File: src/kgc_pkg.sv
`default_nettype none
package kgc_pkg;
    localparam int KGC_DW = 16;
    localparam int KGC_CNT_W = 5;

    // control and status field positions
    localparam int CSR_MODE_LSB = 0;
    localparam int CSR_MODE_MSB = 2;
    localparam int CSR_DDB = 3;
    localparam int CSR_CLR = 4;
    localparam int CSR_STEP = 5;
    localparam int CSR_SEN = 6;
    localparam int CSR_DONE = 7;
    localparam int CSR_QUO = 8;

    // polynomial_select codes
    localparam logic [2:0] MODE_CRC12 = 3'h0;
    localparam logic [2:0] MODE_CRC16 = 3'h1;
    localparam logic [2:0] MODE_LRC8 = 3'h2;
    localparam logic [2:0] MODE_LRC16 = 3'h3;
    localparam logic [2:0] MODE_CCITT = 3'h5;
    localparam logic [2:0] MODE_RESET = 3'h0;

    // right-shifting feedback masks
    localparam logic [15:0] POLY_CRC12 = 16'h0f01;
    localparam logic [15:0] POLY_CRC16 = 16'ha001;
    localparam logic [15:0] POLY_CCITT = 16'h8408;

    // shifts per load
    localparam logic [KGC_CNT_W-1:0] SHIFTS_ONE_CHAR = 5'h08;
    localparam logic [KGC_CNT_W-1:0] SHIFTS_TWO_CHAR = 5'h10;
    localparam logic [KGC_CNT_W-1:0] CNT_LAST = 5'h01;
    localparam logic [KGC_CNT_W-1:0] CNT_ZERO = 5'h00;
    localparam logic [KGC_DW-1:0] WORD_ZERO = 16'h0000;

    typedef enum logic [0:0] {
        KGC_IDLE = 1'b0,
        KGC_SHIFT = 1'b1
    } kgc_state_e;

    // one shift of the accumulation with quotient q
    function automatic logic [KGC_DW-1:0] kgc_bcc_step(input logic [2:0] mode,
            input logic [KGC_DW-1:0] bcc, input logic q);
        logic [KGC_DW-1:0] sr;
        sr = bcc >> 1;
        case (mode)
            MODE_CRC12: kgc_bcc_step = sr ^ ({KGC_DW{q}} & POLY_CRC12);
            MODE_CRC16: kgc_bcc_step = sr ^ ({KGC_DW{q}} & POLY_CRC16);
            MODE_CCITT: kgc_bcc_step = sr ^ ({KGC_DW{q}} & POLY_CCITT);
            MODE_LRC8: kgc_bcc_step = {8'h00, q, bcc[7:1]};
            MODE_LRC16: kgc_bcc_step = {q, bcc[15:1]};
            default: kgc_bcc_step = sr;
        endcase
    endfunction : kgc_bcc_step
endpackage : kgc_pkg
`default_nettype wire
File: src/kgc_block_check.sv
// Behaviour
// mode codes 000..011 select CRC-12, CRC-16, LRC-8, LRC-16; 100 undefined
// code 101 selects CRC-CCITT; 110 and 111 undefined
// polynomial_select is read/write and cleared by bus_initialize
// double_byte_enable picks one or two characters per load; cleared by init
// host sends characters in line order, first one right-justified
// clear_accumulation zeroes block_check_register and sets done; not stored
// step with full cycle off does exactly one shift and xor
// full cycle on: a complete shift cycle follows every data load
// shift_enable_full_cycle is read/write and cleared by bus_initialize
// while done is set a data write loads all 16 bits in parallel
// done is set after the last shift, on clear, and on init
// while done is clear the data register shifts right
// done is cleared after the load, before the select drops
// quotient_bit is data lsb xor accumulation lsb; init clears it
// bus_initialize clears the whole data register
// data select with low write strobe loads the 16 data lines
// after a load further shift pulses shift the data register
// load or shift chosen by the mode at the data register clock; the code only loads there, shifts come from step or the shift cycle
// block_check_register is 16 bits, read-only, holds the accumulation
// eight shifts per load, sixteen in two-character mode
`default_nettype none
module kgc_block_check
    import kgc_pkg::*;
(
    input wire logic clock_i,
    input wire logic rst_i,
    input wire logic bus_initialize_i,
    input wire logic csr_select_i,
    input wire logic data_reg_select_i,
    input wire logic bcc_select_i,
    input wire logic write_low_strobe_i,
    input wire logic [KGC_DW-1:0] bus_data_i,
    output logic [KGC_DW-1:0] read_data_o,
    output logic ack_o
);
    typedef struct packed {
        logic [1:0] init_sy;
        logic [1:0] csel_sy;
        logic [1:0] dsel_sy;
        logic [1:0] bsel_sy;
        logic [1:0] wlo_sy;
        logic [1:0][KGC_DW-1:0] data_sy;
        logic wr_seen;
        kgc_state_e state;
        logic [2:0] mode;
        logic ddb;
        logic shift_enable_full_cycle;
        logic done;
        logic [KGC_CNT_W-1:0] cnt;
        logic [KGC_DW-1:0] dr;
        logic [KGC_DW-1:0] bcc;
        logic [KGC_DW-1:0] rdata;
        logic ack;
    } kgc_regs_s;

    kgc_regs_s cur_ff;
    kgc_regs_s nxt_ff;

    logic init_s;
    logic wr_s;
    logic csr_wr;
    logic dr_wr;
    logic [KGC_DW-1:0] wdata;
    logic quotient_bit;
    logic [KGC_DW-1:0] csr_view;

    assign init_s = cur_ff.init_sy[1];
    assign wdata = cur_ff.data_sy[1];
    assign wr_s = cur_ff.wlo_sy[1] & ~cur_ff.wr_seen;
    assign csr_wr = wr_s & cur_ff.csel_sy[1];
    assign dr_wr = wr_s & cur_ff.dsel_sy[1];
    assign quotient_bit = cur_ff.dr[0] ^ cur_ff.bcc[0];

    always_comb begin
        csr_view = WORD_ZERO;
        csr_view[CSR_MODE_MSB:CSR_MODE_LSB] = cur_ff.mode;
        csr_view[CSR_DDB] = cur_ff.ddb;
        csr_view[CSR_SEN] = cur_ff.shift_enable_full_cycle;
        csr_view[CSR_DONE] = cur_ff.done;
        csr_view[CSR_QUO] = quotient_bit;
    end

    always_comb begin
        nxt_ff = cur_ff;
        // two-stage synchronisers for the asynchronous bus pins
        nxt_ff.init_sy = {cur_ff.init_sy[0], bus_initialize_i};
        nxt_ff.csel_sy = {cur_ff.csel_sy[0], csr_select_i};
        nxt_ff.dsel_sy = {cur_ff.dsel_sy[0], data_reg_select_i};
        nxt_ff.bsel_sy = {cur_ff.bsel_sy[0], bcc_select_i};
        nxt_ff.wlo_sy = {cur_ff.wlo_sy[0], write_low_strobe_i};
        nxt_ff.data_sy = {cur_ff.data_sy[0], bus_data_i};
        nxt_ff.wr_seen = cur_ff.wlo_sy[1];
        nxt_ff.ack = cur_ff.wlo_sy[1] & (cur_ff.csel_sy[1] | cur_ff.dsel_sy[1]
            | cur_ff.bsel_sy[1]) | (~cur_ff.wlo_sy[1] & (cur_ff.csel_sy[1]
            | cur_ff.dsel_sy[1] | cur_ff.bsel_sy[1]));

        // read data for the selected register
        if (cur_ff.csel_sy[1]) begin
            nxt_ff.rdata = csr_view;
        end else if (cur_ff.dsel_sy[1]) begin
            nxt_ff.rdata = cur_ff.dr;
        end else if (cur_ff.bsel_sy[1]) begin
            nxt_ff.rdata = cur_ff.bcc;
        end else begin
            nxt_ff.rdata = WORD_ZERO;
        end

        // automatic shift cycle, one shift per clock
        if (cur_ff.state == KGC_SHIFT) begin
            nxt_ff.bcc = kgc_bcc_step(cur_ff.mode, cur_ff.bcc, quotient_bit);
            nxt_ff.dr = cur_ff.dr >> 1;
            nxt_ff.cnt = cur_ff.cnt - CNT_LAST;
            if (cur_ff.cnt == CNT_LAST) begin
                nxt_ff.done = 1'b1;
                nxt_ff.state = KGC_IDLE;
            end
        end

        if (csr_wr) begin
            nxt_ff.mode = wdata[CSR_MODE_MSB:CSR_MODE_LSB];
            nxt_ff.ddb = wdata[CSR_DDB];
            nxt_ff.shift_enable_full_cycle = wdata[CSR_SEN];
            if (wdata[CSR_CLR]) begin
                nxt_ff.bcc = WORD_ZERO;
                nxt_ff.done = 1'b1;
                nxt_ff.cnt = CNT_ZERO;
                nxt_ff.state = KGC_IDLE;
            end else if (wdata[CSR_STEP] && !cur_ff.shift_enable_full_cycle && !cur_ff.done
                    && cur_ff.state == KGC_IDLE) begin
                nxt_ff.bcc = kgc_bcc_step(cur_ff.mode, cur_ff.bcc, quotient_bit);
                nxt_ff.dr = cur_ff.dr >> 1;
                nxt_ff.cnt = cur_ff.cnt - CNT_LAST;
                if (cur_ff.cnt == CNT_LAST) begin
                    nxt_ff.done = 1'b1;
                end
            end
        end

        // data register clock: loads only while done is set and no shift cycle runs; otherwise the write is ignored
        if (dr_wr && cur_ff.done && cur_ff.state == KGC_IDLE) begin
            nxt_ff.dr = wdata;
            nxt_ff.done = 1'b0;
            nxt_ff.cnt = cur_ff.ddb ? SHIFTS_TWO_CHAR : SHIFTS_ONE_CHAR;
            nxt_ff.state = cur_ff.shift_enable_full_cycle ? KGC_SHIFT : KGC_IDLE;
        end

        if (init_s) begin
            nxt_ff.mode = MODE_RESET;
            nxt_ff.ddb = 1'b0;
            nxt_ff.shift_enable_full_cycle = 1'b0;
            nxt_ff.dr = WORD_ZERO;
            nxt_ff.bcc = WORD_ZERO;
            nxt_ff.done = 1'b1;
            nxt_ff.cnt = CNT_ZERO;
            nxt_ff.state = KGC_IDLE;
        end
    end

    always_ff @(posedge clock_i) begin
        if (rst_i) begin
            cur_ff <= '0;
            cur_ff.done <= 1'b1;
            cur_ff.state <= KGC_IDLE;
            cur_ff.mode <= MODE_RESET;
        end else begin
            cur_ff <= nxt_ff;
        end
    end

    assign read_data_o = cur_ff.rdata;
    assign ack_o = cur_ff.ack;
endmodule : kgc_block_check
`default_nettype wire

File: config.mk
export PLATFORM = sky130hd
export DESIGN_NAME = kgc_block_check
export DESIGN_NICKNAME = d
export VERILOG_FILES = /design/src/kgc_pkg.sv /design/src/kgc_block_check.sv
export SDC_FILE = /design/constraint.sdc
export NUM_CORES = 1
export LEC_CHECK = 0
export BUFFER_PORTS_ARGS = -buffer_cell sky130_fd_sc_hd__buf_2
export CAP_MARGIN = 25
export CORE_UTILIZATION = 42
export DETAILED_ROUTE_END_ITERATION = 12
export GPL_TIMING_DRIVEN = 0
export PLACE_DENSITY = 0.7
export SLEW_MARGIN = 20
export SYNTH_ARGS = -nofsm -noshare
export SYNTH_HDL_FRONTEND = slang
export SYNTH_SLANG_ARGS = --single-unit
File: constraint.sdc
create_clock -name clock_i -period 1.6 [get_ports clock_i]
set_input_delay 0.4 -clock clock_i [delete_from_list [all_inputs] [get_ports clock_i]]
set_output_delay 0.4 -clock clock_i [all_outputs]
set_load 0.02 [all_outputs]
# Word level (Yosys, flattened, before mapping)
# Index checks and enable logic that the tools add are counted.
[op_classes]
n_addsub = 1
eq_ne = 5
n_mux = 19
n_bitwise = 15
reduce_logical = 10
[ops]
columns = ["operator", "n"]
rows = [
  ["16-bit case mux with 5 select lines", 1],
  ["38-bit two-way mux", 2],
  ["16-bit two-way mux", 4],
  ["44-bit two-way mux", 1],
  ["15-bit by 16-bit bitwise XOR with 16-bit output", 2],
  ["22-bit two-way mux", 1],
  ["15-bit by 12-bit bitwise XOR with 15-bit output", 1],
  ["9-bit two-way mux", 1],
  ["1-bit two-way mux", 7],
  ["3-bit by 2-bit equality test with 1-bit output (second input constant)", 2],
  ["6-bit two-way mux", 1],
  ["1-bit AND", 5],
  ["5-bit by 1-bit equality test with 1-bit output (second input constant)", 1],
  ["1-bit logical AND", 5],
  ["5-bit two-way mux", 1],
  ["5-bit by 1-bit subtractor with 5-bit output (second input constant)", 1],
  ["2-bit OR reduction", 2],
  ["3-bit by 1-bit equality test with 1-bit output (second input constant)", 1],
  ["3-bit equality test (second input constant)", 1],
  ["3-bit logical NOT", 1],
  ["1-bit NOT", 3],
  ["1-bit bitwise OR", 3],
  ["1-bit logical NOT", 2],
  ["1-bit bitwise XOR", 1],
]
[totals]
reg_bits = 104
in_bits = 23
out_inout_bits = 17
wordCells = 69

# Depth between registers and ports, before layout
[logic_depth]
ltp_word = 9
mapped_depth = 8
mapped_depth_nobuf = 6

# Worst setup path before layout
# OpenSTA, ideal clock, no wires.
[synth_path]
kind = "register to register"
from = "register cur_ff[101] (netlist name)"
to = "register cur_ff[37] (netlist name)"
setup_ps = 124
arrival_ps = 1427
required_ps = 1476
path_slack_ps = 48
stages_incl_launch_ff = 8
n_path_buf = 3
period_less_slack_ps = 1552
path_cell_list = "dfxtp_1 > buf_6 > and3b_1 > buf_6 > a31oi_4 > buf_12 > mux2i_1 > o22ai_1"
[synth_via]
elab_chain_len = 3
[synth_rtl]
columns = ["element", "line_no", "rtl"]
rows = [
  ["start, declared", "kgc_block_check.sv:57", "kgc_regs_s cur_ff;"],
  ["start signal, assigned", "kgc_block_check.sv:167", "cur_ff <= nxt_ff;"],
  ["1-bit AND", "kgc_block_check.sv:71", "assign csr_wr = wr_s & cur_ff.csel_sy[1];"],
  ["44-bit two-way mux", "kgc_block_check.sv:120", "if (csr_wr) begin"],
  ["22-bit two-way mux", "kgc_block_check.sv:141", "if (dr_wr && cur_ff.done && cur_ff.state == KGC_IDLE) begin"],
]
# No other way between the ends.
# A chain may end at the register's enable or synchronous reset.

# Final worst setup path
[layout_path]
from = "register cur_ff, in the netlist csr_view[7]"
to = "register cur_ff[26] (netlist name)"
[layout_via]
elab_chain_len = 6
[layout_rtl]
columns = ["element", "line_no", "rtl"]
rows = [
  ["1-bit logical NOT", "kgc_block_check.sv:129", "end else if (wdata[CSR_STEP] && !cur_ff.shift_enable_full_cycle && !cur_ff.done"],
  ["1-bit logical AND", "kgc_block_check.sv:129", ""],
  ["1-bit logical AND", "kgc_block_check.sv:130", "&& cur_ff.state == KGC_IDLE) begin"],
  ["38-bit two-way mux", "kgc_block_check.sv:129", ""],
  ["16-bit two-way mux", "kgc_block_check.sv:124", "if (wdata[CSR_CLR]) begin"],
  ["44-bit two-way mux", "kgc_block_check.sv:120", ""],
]
# No other way between the ends.

==> results.py <==
metrics = {
    "global_route": {
        "grt_start_max_net_pins": 18,
        "grt_pass1_wl_um": 13260,
        "grt_pass1_vias": 2745,
        "overflow": 0,
        "grt_util_all_layers": 0.1736,
        "antenna_found_initial": 0,
    },
    "clock_tree": {
        "cts.path.max_buffers": 2,
        "clock_latency_ns": 0.37,
        "cts_buffers": 9,
        "clk_pin_slew_worst_paths_ns": 0.10,
        "cts_max_level": 3,
        "root_buffer": "clkbuf_8",
        "tritoncts": "done",
        "numClockSinks": 104,
    },
    "route": {
        "ant_nets": 0,
        "routed_via_density": 4.950,
        "routedWlPerCell_um": 13.31,
        "routed_wirelength_um": 8014,
        "vias": 2980,
        "drt_iter0_drc": 170,
        "dr.pass1.iters": 4,
        "drc": 0,
    },
    "final_layout": {
        "final_layout_size_suffix_gt1_frac": 0.2301,
        "area_growth_pct": 16.18,
        "diodes": 0,
        "finalNetCount": 512,
    },
    "timing": {
        "setup_viol": 0,
        "fin_tns_setup_ns": 0,
        "maxSlewViolCount": 0,
        "max-slew-margin-rel": 0.5745,
        "finalHoldViolCount": 0,
        "max_freq_mhz": 657.6,
        "tightest_slew_ns": 0.6383,
        "finalClockSkew_ns": 0.008640,
        "rsz0062_at_grt": "yes",
        "post-route-min-period_ns": 1.521,
        "fin_crit_sh": 0.9504,
    },
    "yosys": {
        "netlist_area_um2": 3968,
        "synth-seq-area-share": 0.5248,
        "yosysWarnings": 0,
        "avgSynthCellArea_um2": 9.163,
        "synth_cells": 433,
        "ys_types": 42,
        "synth-seq-cells": 104,
        "synth_nets": 458,
    },
    "die": {
        "io_pins": 40,
        "dieArea_um2": 9840,
        "die_x_um": 99.20,
        "die_h_um": 99.20,
        "core_area_um2": 9196,
        "start_util": 0.4314,
        "row_count": 35,
    },
    "worst_setup_path": {
        "worstPathBufferInverterCount": 0,
        "slowest_delay_ns": 0.39,
        "criticalPathCategory": "flop to flop",
        "crit_family": "compound AO/OA/AOI/OAI gates",
        "worstPathCellList": "nor3b_4 -> a21oi_4 -> a21oi_4 -> nand3_2 -> o21ai_0",
        "cp_max_fo": 5,
        "worstPathArrival_ns": 1.82,
        "end_kind": "flop",
        "critPathRequiredTime_ns": 1.90,
        "path_common_cell": "a21oi_4",
        "cp-start-kind": "flop",
        "cp_slowest_cell": "dfxtp_1",
    },
    "placement": {
        "dp_hpwl_um": 5791,
        "io_buffers": 38,
        "gp_congestion": 0.8927,
    },
    "flow_run": {
        "cap_violations": 0,
    },
    "power_and_ir_drop": {
        "ir_drop_v": 0.0006198,
        "power.density_nw_per_um2": 931.6,
        "power.total_mw": 4.294,
        "p_leak_nw": 1.892,
    },
    "worst_hold_path": {
        "hp-class": "primary input to flop",
    },
    "status": {
        "status": "completed",
    },
}
## sequential cells by signal, indices dropped and copies added, names as in the netlist
name,cells
cur_ff,65
read_data_o,16
wdata,16
ack_o,1
csr_view,6
## cells in the mapped netlist (all sizes together)
library cell / n / area, µm²
and4bb: 1 / 12.51
a221oi: 2 / 17.52
nand2: 59 / 221.5
mux2i: 18 / 180.2
nor2b: 44 / 275.3
inv: 6 / 22.52
nor3: 5 / 25.02
a21o: 1 / 7.510
a211oi: 3 / 22.52
o21ai: 22 / 110.1
dfxtp: 104 / 2082
buf: 26 / 198.9
o22ai: 2 / 12.51
o211ai: 1 / 7.510
clkbuf: 15 / 57.55
ha: 2 / 25.02
a31oi: 1 / 21.27
and3b: 2 / 17.52
mux2: 1 / 11.26
a21oi: 35 / 186.4
or2: 2 / 12.51
nand3b: 8 / 60.06
o41ai: 1 / 8.760
o21a: 1 / 7.510
nand3: 8 / 40.04
nor2: 47 / 178.9
xor2: 6 / 60.06
nor4: 1 / 6.260
xnor2: 4 / 35.03
nor3b: 2 / 20.02
o311ai: 1 / 8.760
a22oi: 2 / 15.01
## where the power goes
group          switching [mW]  leakage, nW  internal [mW]  total (mW)
clock                   0.877       0.0875          0.575        1.45
sequential             0.0243        0.850           2.64        2.66
combinational           0.104        0.955         0.0743       0.178
## path summary, 6_finish.rpt
path	startpoint	to	slack [ns]	cells after the start
max	csr_view[7]$_SDFF_PP1_	cur_ff[26]$_SDFF_PP0_	0.08	5
min reg2reg	cur_ff[100]$_SDFF_PP0_	cur_ff[101]$_SDFF_PP0_	0.44	1
min	bus_data_i[12]	cur_ff[74]$_SDFF_PP0_	0.23	2
max reg2reg	csr_view[7]$_SDFF_PP1_	cur_ff[26]$_SDFF_PP0_	0.08	5
## worst reg2reg max path: stages, from the launching register on
cell and delay [ns]:
dfxtp_1 0.39, nor3b_4 0.35, a21oi_4 0.16, a21oi_4 0.22, nand3_2 0.14, o21ai_0 0.19
## metal layers
metal	part of all wire	GRT usage	wire length, µm	up-vias
met2	0.47	0.2840	3781	80
met3	0.049	0.04076	390	16
met5	0	0	0	-
li1	-	-	-	1513
met1	0.46	0.2239	3697	1371
met4	0.018	0.06561	144	0
## layout by cell type, fill, tap and decap left out, drive strengths merged, types with 2 or more instances in the layout
cell type / netlist / final
mux2i: 18 / 18
and3b: 2 / 2
a22oi: 2 / 2
nor2b: 44 / 44
a211oi: 3 / 3
a21oi: 35 / 35
nor3: 5 / 5
nand3: 8 / 8
inv: 6 / 9
o21ai: 22 / 22
clkinv: 0 / 2
dfxtp: 104 / 104
nor3b: 2 / 2
or2: 2 / 2
a221oi: 2 / 2
xor2: 6 / 6
nand2: 59 / 59
clkbuf: 15 / 23
o22ai: 2 / 2
buf: 26 / 71
ha: 2 / 2
nand3b: 8 / 8
nor2: 47 / 47
xnor2: 4 / 4
## cell families (layout without fill, tap and decap cells)
| logic type | count (synthesis) | count (layout) | synth area share |
|---|---|---|---|
| compound gates | 72 | 72 | 0.1072 |
| xor+xnor | 10 | 10 | 0.02397 |
| fa+ha+maj | 2 | 2 | 0.006306 |
| buf+inv | 47 | 105 | 0.07032 |
| flops | 104 | 104 | 0.5248 |
| mux | 19 | 19 | 0.04825 |
| simple gates | 179 | 179 | 0.2192 |
## what timing repair did
item / 4_1_cts / 5_1_grt
hold endpoints to repair: 0 / 0
hold buffers: 0 / 0
gates resized for setup: 13 / 23
endpoints found under the setup margin: 32 / 36
buffers inserted: 4 / 3
pin swaps: 3 / 4
## per-stage QoR
step	setup WS [ns]	instance area, µm²	std cells	hold WS, ns	util
floorplan	0.04841	3968	433	0.4074	-
global placement	-0.1639	4297	582	0.4211	0.4672
detailed placement	-0.1991	4297	582	0.4220	0.4672
CTS	0.007713	4541	600	0.2252	0.4937
global route	-0.02924	4609	602	0.2287	0.5012
finish	0.07941	4609	602	0.2289	0.5012
## cell type report
cell class	count	area [µm²]
multi-input combinational	282	1688
clock buffer	10	127.6
fill	887	4587
inverter	6	22.52
sequential	104	2090
tap	111	138.9
buffer	39	260.3
timing repair buffer	45	242.7
clock inverter	5	40.04
Power figures use the tool's default switching activity.
